**config.mk**
```make
export PLATFORM = sky130hd
export DESIGN_NAME = dccsp_top
export DESIGN_NICKNAME = d
export VERILOG_FILES = /design/src/design/dccsp_pkg.sv /design/src/design/dccsp_top.sv
export VERILOG_INCLUDE_DIRS = /design/src /design/src/design
export SDC_FILE = /design/constraint.sdc
export NUM_CORES = 1
export LEC_CHECK = 0
export BUFFER_PORTS_ARGS = -buffer_cell sky130_fd_sc_hd__clkbuf_2
export CAP_MARGIN = 20
export CELL_PAD_IN_SITES_DETAIL_PLACEMENT = 1
export CELL_PAD_IN_SITES_GLOBAL_PLACEMENT = 1
export CORE_UTILIZATION = 45
export CTS_CLUSTER_DIAMETER = 60
export DETAILED_ROUTE_END_ITERATION = 12
export MAX_ROUTING_LAYER = met4
export PLACE_DENSITY = 0.77
export SLEW_MARGIN = 5
export SYNTH_ARGS = -nofsm -noshare
export SYNTH_HDL_FRONTEND = slang
export SYNTH_SLANG_ARGS = --single-unit
```
**constraint.sdc**
```tcl
create_clock -name clk_sys -period 4.05 [get_ports clk_sys]
set_clock_uncertainty 0.1 [all_clocks]
set_input_delay 0.405 -clock clk_sys [delete_from_list [all_inputs] [get_ports clk_sys]]
set_output_delay 0.405 -clock clk_sys [all_outputs]
set_load 0.005 [all_outputs]
```
**src/design/dccsp_map.svh**
```systemverilog
// offsets, field positions, reset values and counts of the codec port
`ifndef DCCSP_MAP_SVH
`define DCCSP_MAP_SVH
// external register addresses on the 3-bit core bus
`define DCCSP_ADDR_CH0    3'h5
`define DCCSP_ADDR_CH1    3'h6
`define DCCSP_ADDR_CFG    3'h7
// codec control word fields (configuration stage two)
`define DCCSP_EN0_BIT     0
`define DCCSP_EN1_BIT     1
`define DCCSP_MODE_LO     2
`define DCCSP_MODE_HI     3
`define DCCSP_PS_LO       4
`define DCCSP_PS_HI       7
`define DCCSP_MULAW_BIT   8
// reset values
`define DCCSP_CFG_RST     16'h0000
`define DCCSP_DATA_RST    16'h0000
// frame counts: top bit index per mode, and 64-bit half point
`define DCCSP_TOP8        6'h07
`define DCCSP_TOP16       6'h0f
`define DCCSP_TOP64       6'h3f
`define DCCSP_HALF64      6'h20
// prescaler wrap value
`define DCCSP_PS_WRAP     4'hf
`endif

```
**src/design/dccsp_pkg.sv**
```systemverilog
// types of the dual channel codec serial port
`default_nettype none
package dccsp_pkg;
  // frame length modes
  typedef enum logic [1:0] {
    DCCSP_M8  = 2'b00,
    DCCSP_M16 = 2'b01,
    DCCSP_M64 = 2'b10
  } dccsp_mode_t;
  // frame sequencer states, gray along idle-shift-gap
  typedef enum logic [1:0] {
    DCCSP_IDLE  = 2'b00,
    DCCSP_SHIFT = 2'b01,
    DCCSP_GAP   = 2'b11
  } dccsp_state_t;
endpackage : dccsp_pkg
`default_nettype wire

```
**src/design/dccsp_top.sv**
```systemverilog
// codec serial port: write fifo, buffers, clock divider, frame sequencer
`timescale 1ns/100ps
`default_nettype none
`include "dccsp_map.svh"

////////////////////////////////////////////////////////////////////////////
// write fifo: holds queued data writes until the shifter is idle
module dccsp_fifo #(
  parameter int W  = 17,
  parameter int D  = 16,
  parameter int AW = 4
) (
  // clock and reset
  input  wire logic          clk_sys,
  input  wire logic          sys_rst,
  // fill side
  input  wire logic          in_valid,
  output var  logic          in_ready,
  input  wire logic [W-1:0]  in_data,
  // drain side
  output var  logic          out_valid,
  input  wire logic          out_ready,
  output logic      [W-1:0]  out_data
);
  logic [W-1:0]  mem [D];   // storage
  logic [AW-1:0] wp;        // write pointer
  logic [AW-1:0] rp;        // read pointer
  logic [AW:0]   cnt;       // fill level
  logic [AW:0]   next_cnt;  // fill level after this cycle
  logic          push;      // word taken
  logic          pop;       // word given

  assign push     = in_valid & in_ready;
  assign pop      = out_valid & out_ready;
  assign out_data = mem[rp];

  // next fill level
  always_comb begin
    next_cnt = cnt;
    if (push && !pop) begin
      next_cnt = cnt + (AW+1)'(1);
    end else if (pop && !push) begin
      next_cnt = cnt - (AW+1)'(1);
    end
  end

  // storage write, no reset needed
  always_ff @(posedge clk_sys) begin
    if (push) begin
      mem[wp] <= in_data;
    end
  end

  // pointers, level and registered flags
  always_ff @(posedge clk_sys) begin
    if (sys_rst) begin
      wp        <= '0;
      rp        <= '0;
      cnt       <= '0;
      in_ready  <= 1'b0;
      out_valid <= 1'b0;
    end else begin
      if (push) begin
        wp <= wp + AW'(1);
      end
      if (pop) begin
        rp <= rp + AW'(1);
      end
      cnt       <= next_cnt;
      in_ready  <= (next_cnt != (AW+1)'(D));  // honest full
      out_valid <= (next_cnt != '0);          // honest empty
    end
  end
endmodule : dccsp_fifo

////////////////////////////////////////////////////////////////////////////
// Overview of operation
// - serial clock is clk/2 over two's-complement prescale
// - transmit bit on rising sclk, msb first
// - sample receive bit on falling sclk, msb first
// - frame sync high for the whole channel transfer
// - frame-end interrupt with frame_sync_second falling edge
// - port disabled after reset
// - port owns irq vector while enabled
// - low irq pin adds one interrupt at enable
// - data and config addresses are two-stage buffers
// - data write pushes stage two, loads new word
// - frames repeat continuously while the port is enabled
// - stage two is shift register in 8/16
// - eight-bit mode uses the low byte
// - 64-bit order ch0s1, ch0s2, ch1s1, ch1s2
// - channel 0 first sync, channel 1 second sync
// - master only, always drives clock and syncs
// - disabled channel address freed for external use
module dccsp_top
  import dccsp_pkg::*;
(
  // clock and reset
  input  wire logic        clk_sys,
  input  wire logic        sys_rst,
  // core external-register bus
  input  wire logic [2:0]  ext_addr,
  input  wire logic        ext_wr,
  input  wire logic        ext_rd,
  input  wire logic [15:0] ext_wdata,
  output logic      [15:0] ext_rdata,
  output wire logic        ext_wait_n,
  // codec link
  output logic             sclk,
  output logic             txd,
  input  wire logic        rxd,
  output logic             frame_sync_first,
  output logic             frame_sync_second,
  // interrupt line and vector ownership
  input  wire logic        frame_end_irq_line,
  output logic             codec_irq,
  output logic             int_vector_owned,
  // side outputs of the control words
  output logic      [1:0]  chan_ext_free,
  output logic      [15:0] wait_state_cfg,
  output logic             mulaw_sel
);
  ////////////////////////////////////////////////////////////////////////
  // declarations
  logic [15:0]  cfg_s1;          // config stage one (wait states)
  logic [15:0]  cfg_s2;          // config stage two (codec control)
  logic [15:0]  dbuf [4];        // {chan,stage2} indexed data words
  logic [3:0]   pcnt;            // prescale up-counter
  logic         tick;            // prescale wrap
  logic         rise;            // sclk goes high this edge
  logic         fall;            // sclk goes low this edge
  dccsp_state_t st;              // sequencer state
  logic [5:0]   cnt;             // bit index within frame
  logic         chan;            // channel of current frame
  logic         next_chan;       // channel of next frame
  logic [5:0]   top;             // first bit index of a frame
  logic         port_en;         // any channel enabled
  logic         port_en_d;       // port_en one cycle ago
  logic         en0;             // channel 0 enable
  logic         en1;             // channel 1 enable
  dccsp_mode_t  mode;            // frame length mode
  logic [3:0]   ps;              // prescaler setting
  logic         f_valid;         // fifo has a queued write
  logic         f_pop;           // apply queued write now
  logic [16:0]  f_data;          // {chan, word}
  logic         f_push;          // bus write to an enabled channel

  ////////////////////////////////////////////////////////////////////////
  // helpers
  // word slot of a bit: 64-bit walks all four stages
  function automatic logic [1:0] slot(dccsp_mode_t m, logic c,
                                      logic [5:0] n);
    if (m == DCCSP_M64) begin
      slot = 2'h3 - n[5:4];
    end else begin
      slot = {c, 1'b1};
    end
  endfunction : slot

  // first bit index of a frame for a mode
  function automatic logic [5:0] frame_top(dccsp_mode_t m);
    case (m)
      DCCSP_M8:  frame_top = `DCCSP_TOP8;
      DCCSP_M16: frame_top = `DCCSP_TOP16;
      DCCSP_M64: frame_top = `DCCSP_TOP64;
      default:   frame_top = `DCCSP_TOP16;
    endcase
  endfunction : frame_top

  // control word decode
  assign en0     = cfg_s2[`DCCSP_EN0_BIT];
  assign en1     = cfg_s2[`DCCSP_EN1_BIT];
  assign mode    = dccsp_mode_t'(cfg_s2[`DCCSP_MODE_HI:`DCCSP_MODE_LO]);
  assign ps      = cfg_s2[`DCCSP_PS_HI:`DCCSP_PS_LO];
  assign port_en = en0 | en1;
  assign top     = frame_top(mode);

  ////////////////////////////////////////////////////////////////////////
  // configuration: two-stage, each write pushes stage one into two
  always_ff @(posedge clk_sys) begin
    if (sys_rst) begin
      cfg_s1 <= `DCCSP_CFG_RST;
      cfg_s2 <= `DCCSP_CFG_RST;
    end else if (ext_wr && ext_addr == `DCCSP_ADDR_CFG) begin
      cfg_s2 <= cfg_s1;
      cfg_s1 <= ext_wdata;
    end
  end

  // registered copies of control fields
  always_ff @(posedge clk_sys) begin
    if (sys_rst) begin
      chan_ext_free  <= 2'h3;
      wait_state_cfg <= `DCCSP_CFG_RST;
      mulaw_sel      <= 1'b0;
    end else begin
      chan_ext_free  <= {~en1, ~en0};
      wait_state_cfg <= cfg_s1;
      mulaw_sel      <= cfg_s2[`DCCSP_MULAW_BIT];
    end
  end

  ////////////////////////////////////////////////////////////////////////
  // data writes queue here; drained only outside a shift
  assign f_push = ext_wr &&
                  ((ext_addr == `DCCSP_ADDR_CH0 && en0) ||
                   (ext_addr == `DCCSP_ADDR_CH1 && en1));
  assign f_pop  = f_valid && st != DCCSP_SHIFT && !rise;

  dccsp_fifo #(
    .W  (17),
    .D  (16),
    .AW (4)
  ) u_wfifo (
    .clk_sys   (clk_sys),
    .sys_rst   (sys_rst),
    .in_valid  (f_push),
    .in_ready  (ext_wait_n),
    .in_data   ({ext_addr == `DCCSP_ADDR_CH1, ext_wdata}),
    .out_valid (f_valid),
    .out_ready (f_pop),
    .out_data  (f_data)
  );

  ////////////////////////////////////////////////////////////////////////
  // serial clock: up-counter from setting to wrap, toggle on wrap
  assign tick = (pcnt == `DCCSP_PS_WRAP);
  assign rise = tick & ~sclk;
  assign fall = tick & sclk;

  always_ff @(posedge clk_sys) begin
    if (sys_rst) begin
      pcnt <= 4'h0;
      sclk <= 1'b0;
    end else if (!port_en) begin
      pcnt <= ps;  // held while disabled
      sclk <= 1'b0;
    end else if (tick) begin
      pcnt <= ps;
      sclk <= ~sclk;
    end else begin
      pcnt <= pcnt + 4'h1;
    end
  end

  ////////////////////////////////////////////////////////////////////////
  // data buffers: queued writes and received bits
  always_ff @(posedge clk_sys) begin
    if (sys_rst) begin
      for (int i = 0; i < 4; i++) begin
        dbuf[i] <= `DCCSP_DATA_RST;
      end
    end else if (f_pop) begin
      dbuf[{f_data[16], 1'b0}] <= dbuf[{f_data[16], 1'b1}];
      dbuf[{f_data[16], 1'b1}] <= f_data[15:0];
    end else if (st == DCCSP_SHIFT && fall) begin
      dbuf[slot(mode, chan, cnt)][cnt[3:0]] <= rxd;
    end
  end

  // register reads return stage one
  always_ff @(posedge clk_sys) begin
    if (sys_rst) begin
      ext_rdata <= 16'h0000;
    end else if (ext_rd) begin
      case (ext_addr)
        `DCCSP_ADDR_CH0: ext_rdata <= en0 ? dbuf[0] : 16'h0000;
        `DCCSP_ADDR_CH1: ext_rdata <= en1 ? dbuf[2] : 16'h0000;
        `DCCSP_ADDR_CFG: ext_rdata <= cfg_s1;
        default:         ext_rdata <= 16'h0000;
      endcase
    end
  end

  ////////////////////////////////////////////////////////////////////////
  // channel for the next frame: alternate when both are enabled, always channel 0 in 64-bit mode
  always_comb begin
    next_chan = 1'b0;
    if (mode == DCCSP_M64) begin
      next_chan = 1'b0;
    end else if (en0 && en1) begin
      next_chan = (st == DCCSP_IDLE) ? 1'b0 : ~chan;
    end else begin
      next_chan = en1;
    end
  end

  // frame sequencer
  always_ff @(posedge clk_sys) begin
    if (sys_rst || !port_en) begin
      st                <= DCCSP_IDLE;
      cnt               <= 6'h00;
      chan              <= 1'b0;
      txd               <= 1'b0;
      frame_sync_first  <= 1'b0;
      frame_sync_second <= 1'b0;
    end else begin
      case (st)
        DCCSP_IDLE, DCCSP_GAP: begin
          if (rise) begin
            // open a frame, restarting forever while enabled
            st   <= DCCSP_SHIFT;
            cnt  <= top;
            chan <= next_chan;
            txd  <= dbuf[slot(mode, next_chan, top)][top[3:0]];
            frame_sync_first  <= ~next_chan;
            frame_sync_second <= next_chan;
          end
        end
        DCCSP_SHIFT: begin
          if (rise) begin
            if (cnt == 6'h00) begin
              // close the frame
              st                <= DCCSP_GAP;
              frame_sync_first  <= 1'b0;
              frame_sync_second <= 1'b0;
            end else begin
              cnt <= cnt - 6'h01;
              txd <= dbuf[slot(mode, chan, cnt - 6'h01)]
                         [4'(cnt - 6'h01)];
              if (mode == DCCSP_M64 && cnt == `DCCSP_HALF64) begin
                // second half of the long frame on the second sync
                frame_sync_first  <= 1'b0;
                frame_sync_second <= 1'b1;
              end
            end
          end
        end
        default: begin
          st <= DCCSP_IDLE;
        end
      endcase
    end
  end

  ////////////////////////////////////////////////////////////////////////
  // interrupt: frame end, plus once at enable when the pin is low
  always_ff @(posedge clk_sys) begin
    if (sys_rst) begin
      port_en_d        <= 1'b0;
      codec_irq        <= 1'b0;
      int_vector_owned <= 1'b0;
    end else begin
      port_en_d        <= port_en;
      int_vector_owned <= port_en;
      codec_irq        <= (port_en && st == DCCSP_SHIFT && rise &&
                           cnt == 6'h00 && frame_sync_second) ||
                          (port_en && !port_en_d &&
                           !frame_end_irq_line);
    end
  end
endmodule : dccsp_top
`default_nettype wire

```
# Word level (Yosys, flattened, before mapping)
# Memories as Yosys holds them, arrays and structs flattened. A register that Yosys moved wholly into a read port is not among the register bits.
# Cells that the tools add are included.
op_classes:
  add_sub_neg: 9
  order_cmp: 4
  n_eq_ne: 15
  n_mux: 74
  bitwise_logic: 11
  reduce_logical: 41
ops:
  columns: ["cell", "count"]
  rows:
  - ["2-to-1 mux 16 bit", 7]
  - ["one-hot mux 16 bit (3 select lines)", 1]
  - ["OR reduction 16 bit", 3]
  - ["2-to-1 mux 2 bit", 19]
  - ["2-to-1 mux 1 bit", 29]
  - ["one-hot mux 6 bit (2 select lines)", 2]
  - ["logical AND 1 bit", 18]
  - ["2-to-1 mux 6 bit", 3]
  - ["2-to-1 mux 4 bit", 4]
  - ["less-than comparator 4 x 5 -> 1 bit (second input constant)", 3]
  - ["adder 4 x 1 -> 4 bit (second input constant)", 3]
  - ["2-to-1 mux 5 bit", 2]
  - ["equality test 3 bit (second input constant)", 3]
  - ["binary-select mux 1 bit (select 4 bit)", 2]
  - ["inequality test 2 bit (second input constant)", 4]
  - ["AND reduction 4 bit", 2]
  - ["equality test 6 bit (second input constant)", 1]
  - ["zero test 1 bit", 6]
  - ["zero test 6 bit", 1]
  - ["NOT 1 bit", 6]
  - ["one-hot mux 1 bit (2 select lines)", 3]
  - ["subtractor 2 bit (first input constant)", 3]
  - ["subtractor 6 x 1 -> 6 bit (second input constant)", 1]
  - ["adder 5 x 1 -> 5 bit (second input constant)", 1]
  - ["19 further kinds", 27]
word_totals:
  ff_bits: 94
  ramBits: 336
  out_inout_bits: 42
  mem_count: 2
mem_list:
  columns: ["memory", "depth", "width", "read_ports", "rd_ports_with_merged_regs", "wr", "line_no", "source"]
  rows:
  - ["u_wfifo.mem", 16, 17, 1, 1, 1, "dccsp_top.sv:25", "logic [W-1:0] mem [D];"]
  - ["dbuf", 4, 16, 5, 0, 4, "dccsp_top.sv:127", "logic [15:0] dbuf [4];"]

# Longest topological paths before layout
# An unclocked memory read counts as a cell.
depth:
  ltp_word: 13
  mapped_depth: 13
  depth_no_buf: 10

# By module
# Synthesis repeated with hierarchy kept, for this count alone.
unflattened:
  cells_unflattened: 1305
  area_unflattened_um2: 18385.1
modules_own_cells:
  columns: ["mod", "instances", "cells_per_inst", "area_each_um2", "seq_area_each_um2"]
  rows:
  - ["dccsp_fifo", 1, 487, 11159.5, 8548.2]
  - ["dccsp_top", 1, 818, 7225.7, 3503.4]

# Least setup slack after synthesis
# Ideal clock, no wire load.
synth_path:
  path_type: "input-to-reg"
  startpoint: "input port ext_addr[2]"
  endpoint: "memory u_wfifo.mem[3][0], enable pin"
  t_arrival_ns: 2.818
  t_required_ns: 3.538
  path_slack_ns: 0.720
  stages: 6
  path_buffers: 1
  cell_sequence: "nand2_1 > nor3b_1 > o211a_1 > buf_2 > nand2_1 > nor3_1"
synth_via:
  elab_chain_len: 7
  elab_cells_between_ends: 9
  cone_classes: "eq/ne (2); mux (2); bitwise (1); reduce/logical (4)"
synth_rtl:
  columns: ["item", "line_no", "source"]
  rows:
  - ["start, declared", "dccsp_top.sv:102", "input wire logic [2:0] ext_addr,"]
  - ["equality test 3 bit", null, null]
  - ["logical AND 1 bit, on equally long branches", "dccsp_top.sv:206, dccsp_top.sv:207", null]
  - ["logical OR 1 bit (*)", "dccsp_top.sv:206", "((ext_addr == `DCCSP_ADDR_CH0 && en0) ||"]
  - ["logical AND 1 bit (*)", "dccsp_top.sv:205", "assign f_push = ext_wr &&"]
  - ["AND 1 bit (*)", "dccsp_top.sv:33", "assign push = in_valid & in_ready;"]
  - ["2-to-1 mux 1 bit (*)", "dccsp_top.sv:49", "if (push) begin"]
  - ["2-to-1 mux 1 bit (implied by the code) (*)", "dccsp_top.sv:50", "mem[wp] <= in_data;"]
  - ["end, declared", "dccsp_top.sv:25", null]
# Mark *: on every way between the ends. The rest lies on a longest branch, timed or not.

==> impl_results.md <==
- Run status: finished clean
- Buffer levels on the longest clock path: 3
- F_max: 291 MHz
- Standard cell area after detailed placement: 19,200 um^2
- Arrival @ worst endpoint: 3.74 ns
- Count of unique library cells instantiated by Yosys: 61
- Unrepaired setup endpoints after global routing: false
- Count of state elements after synthesis: 434
- Die X-Extent: 203 um
- Number of antenna violations at the first check in global routing: 2
- GP Congestion: 0.902
- Number of buffers inserted during clock tree synthesis: 47
- Total negative slack for setup checks: 0 ns
- Max cap viols: 0
- Overall power after layout: 0.0111 W
- YS warnings: 0
- Congestion Overflow GR: 0
- DRC violation count after routing: 0
- Data required time at the worst endpoint: 4.36 ns
- Final Max Tran Viols: 0
- Worst relative slew slack: 27.5%
- VDD IR-drop max: 380 uV
- Critical path launch point: pcnt[0]$_SDFF_PP0_
- Number of sinks driven by the clock tree: 434
- Final design area excluding fillers: 20,800 um^2
- Total nets after synthesis: 1,327
- Areal power density over the cells: 534 nW/um^2
- Number of I/O pins: 67
- Multi-input gate area in the final layout: 5800 um^2
- Post-route fraction of the period consumed by the critical path: 84.7%
- Kind of capture point of the worst setup path: flip-flop
- Commonest register cell after synthesis: sky130_fd_sc_hd__edfxtp_1
- Site Rows: 73
- Highest fanout seen on the critical path: 17
- DR vias: 11,424
- Post-placement worst setup slack: 0.732 ns
- Post-synthesis sequential area ratio: 66.1%
- Post-cts gate resize count: 0
- Worst hold slack: 0.0491 ns
- Vias per std cell: 5.96
- Wire per inst: 25.3 um
- Overall global routing resource usage: 24.6%
- Worst reg2reg path endpoint: dbuf[2][10]$_DFFE_PP_
- Area growth from synthesis to layout: 13.8%
- Overall die area: 41,300 um^2
- Initial Utilization: 45.8%
- Number of enable-type register cells in the synthesized netlist: 336
- Skew-Pair Late Insertion Delay: 0.60 ns
- Share of post-route cells with drive strength above 1: 21.1%
- # H-tree levels: 2
- DPL Wire Length: 31,600 um
- R2R Path Start: pcnt[0]$_SDFF_PP0_
- # fillers: 3,926
- Slew at the pin closest to its max-slew limit: 1.08 ns
- Starting DRC count in detailed routing: 976
- Final Hold Vio Count: 0
- Critical Path Sink: dbuf[2][10]$_DFFE_PP_
- Die Span Y: 203 um
- Routed Antenna Nets: 0
- Lkg Pwr: 7.01 nW
- Async set-reset flop share out of synthesis: 0%
- Register area: 12,100 um^2
- TritonRoute pass-1 iters: 8
- Type of the most critical hold path: in -> reg
- Final critical-path required period: 3.43 ns
- Final setup slack of the worst path: 0.618 ns
- Maximum number of pins on one net before global-route repair: 77
- Depth of the worst register-to-register path: 8
- Placeable core area: 39,800 um^2
- Global-route wire length before repair: 74,000 um
- Port Buffer Count: 66
- Synth Instances: 1,286
- CTS tree: built
- Count of nets after finishing: 1,393
- Via count of the first global-routing pass: 11,993
- Nature of the critical path startpoint: flip-flop
- Count of hold buffers inserted by post-cts repair: 0
- Post-Syn Area: 18,200 um^2
- Clock slew at the register clock pins of the worst setup and hold paths: 0.06 ns
- Clk root buf: sky130_fd_sc_hd__clkbuf_16
- Total length of routed wires: 48,500 um
- Count of endpoints failing setup in the final report: 0
- Flop2flop setup slack: 0.62 ns
- Worst Path Class, Setup: reg -> reg
- Post-CTS Setup Repair Bufs: 0
- Mean cell area of the mapped netlist: 14.2 um^2
==> registers in the layout (all words and copies together) (netlist names), 4 cells and up, named ones only <==
signal and flops:
cnt 6, cfg_s2 9, wait_state_cfg 16, u_wfifo.rp 4, pcnt 4, u_wfifo.cnt 5
cfg_s1 16, ext_rdata 16, u_wfifo.mem 272, dbuf 64, u_wfifo.wp 4
==> through the flow <==
stage                     cells  util (%)
after detailed placement   1827      48.2
after global routing       1917      52.1
final                      1917      52.1
after global placement     1827      48.2
after floorplan            1286         -
after CTS                  1914      52.1
==> synth_stat cells (6+ instances only) <==
library cell / n / area [um^2]
sky130_fd_sc_hd__ha_1: 16 / 200
sky130_fd_sc_hd__inv_1: 15 / 56.3
sky130_fd_sc_hd__o22ai_1: 6 / 37.5
sky130_fd_sc_hd__a31oi_1: 21 / 131
sky130_fd_sc_hd__o21ai_0: 130 / 651
sky130_fd_sc_hd__nor3_1: 14 / 70.1
sky130_fd_sc_hd__clkbuf_1: 52 / 195
sky130_fd_sc_hd__xnor2_1: 6 / 52.6
sky130_fd_sc_hd__mux2i_1: 12 / 120
sky130_fd_sc_hd__nand4_1: 6 / 37.5
sky130_fd_sc_hd__buf_1: 9 / 33.8
sky130_fd_sc_hd__xor2_1: 9 / 78.8
sky130_fd_sc_hd__and2_1: 7 / 43.8
sky130_fd_sc_hd__a21oi_1: 60 / 300
sky130_fd_sc_hd__buf_2: 23 / 115
sky130_fd_sc_hd__nor2b_1: 23 / 144
sky130_fd_sc_hd__nand3_1: 12 / 60.1
sky130_fd_sc_hd__dfxtp_1: 98 / 1960
sky130_fd_sc_hd__edfxtp_1: 336 / 10100
sky130_fd_sc_hd__nand2_1: 145 / 544
sky130_fd_sc_hd__nor2_1: 82 / 308
sky130_fd_sc_hd__nand2b_1: 9 / 56.3
sky130_fd_sc_hd__mux4_2: 92 / 2070
sky130_fd_sc_hd__a21o_1: 18 / 135
sky130_fd_sc_hd__a222oi_1: 16 / 160
==> cell usage in the layout (no fill, tap or decap), types with 4 or more instances in the layout <==
master and instances:
sky130_fd_sc_hd__a211oi_1 4, sky130_fd_sc_hd__a21o_1 18, sky130_fd_sc_hd__a21oi_1 60, sky130_fd_sc_hd__a221oi_1 4, sky130_fd_sc_hd__a222oi_1 16, sky130_fd_sc_hd__a31oi_1 21
sky130_fd_sc_hd__and2_1 7, sky130_fd_sc_hd__and3_1 4, sky130_fd_sc_hd__buf_4 40, sky130_fd_sc_hd__bufinv_16 5, sky130_fd_sc_hd__clkbuf_1 6, sky130_fd_sc_hd__clkbuf_16 48
sky130_fd_sc_hd__clkbuf_2 65, sky130_fd_sc_hd__clkinv_1 9, sky130_fd_sc_hd__clkinv_2 10, sky130_fd_sc_hd__dfxtp_1 96, sky130_fd_sc_hd__edfxtp_1 336, sky130_fd_sc_hd__ha_1 16
sky130_fd_sc_hd__inv_1 15, sky130_fd_sc_hd__mux2_2 4, sky130_fd_sc_hd__mux2i_1 12, sky130_fd_sc_hd__mux4_2 92, sky130_fd_sc_hd__nand2_1 145, sky130_fd_sc_hd__nand2b_1 9
sky130_fd_sc_hd__nand3_1 12, sky130_fd_sc_hd__nand4_1 6, sky130_fd_sc_hd__nor2_1 81, sky130_fd_sc_hd__nor2b_1 23, sky130_fd_sc_hd__nor3_1 10, sky130_fd_sc_hd__nor3_2 4
sky130_fd_sc_hd__o21ai_0 130, sky130_fd_sc_hd__o22ai_1 6, sky130_fd_sc_hd__or2_2 4, sky130_fd_sc_hd__xnor2_1 6, sky130_fd_sc_hd__xor2_1 9
==> per-layer routing <==
metal	GRT usage [%]	routed length [um]	vias up
li1	-	-	5070
met1	31.1	20100	5885
met2	41.3	24600	393
met3	3.79	2730	76
met4	7.14	1110	0
met5	-	0	-
==> final cells by class <==
| type | count | share of cell area (%) |
|---|---|---|
| Antenna cell | 2 | 0.0241 |
| Clock inverter | 32 | 1.58 |
| Timing Repair Buffer | 105 | 3.01 |
| Tap cell | 525 | 3.16 |
| Multi-Input combinational cell | 749 | 27.9 |
| Inverter | 15 | 0.271 |
| Sequential cell | 434 | 58.1 |
| Clock buffer | 55 | 5.96 |
==> logic make-up after synthesis <==
| kind of cell | synth area share (%) |
|---|---|
| DFF | 66.1 |
| and+or+nand+nor | 8.25 |
| AOI/OAI and AO/OA | 9.26 |
| muxes | 12.3 |
| buffers and inverters | 2.35 |
| adders and majority gates | 1.10 |
| xor gates and xnor gates | 0.720 |
==> worst min-delay path by stage <==
stage	from	endpoint	slack (ns)	cells past startpoint
finish	frame_end_irq_line	codec_irq$_SDFF_PP0_	0.05	4
global route	sys_rst	u_wfifo.cnt[4]$_SDFF_PP0_	0.07	2
CTS	frame_end_irq_line	codec_irq$_SDFF_PP0_	0.02	4
detailed placement	cfg_s2[6]$_SDFFE_PP0P_	cfg_s2[6]$_SDFFE_PP0P_	0.35	2
global placement	frame_sync_first$_SDFFE_PP0P_	frame_sync_first$_SDFFE_PP0P_	0.34	2
floorplan	cfg_s2[5]$_SDFFE_PP0P_	cfg_s2[5]$_SDFFE_PP0P_	0.34	2
==> power breakdown <==
part	switching (W)	internal [W]
registers	0.000196	0.00500
clock network	0.00181	0.00252
logic	0.000818	0.000755
total	0.00282	0.00827
==> critical path, cell delays in order (launching register included) <==
cell                      delay (ns)
sky130_fd_sc_hd__dfxtp_1        0.35
sky130_fd_sc_hd__ha_1           0.22
sky130_fd_sc_hd__nand3_1        0.21
sky130_fd_sc_hd__nor3_4         0.61
sky130_fd_sc_hd__o41a_1         0.35
sky130_fd_sc_hd__or3b_1         0.62
sky130_fd_sc_hd__inv_1          0.12
sky130_fd_sc_hd__nand2_1        0.35
sky130_fd_sc_hd__o21ai_0        0.32
No activity file was read; power rests on OpenSTA's default activity.
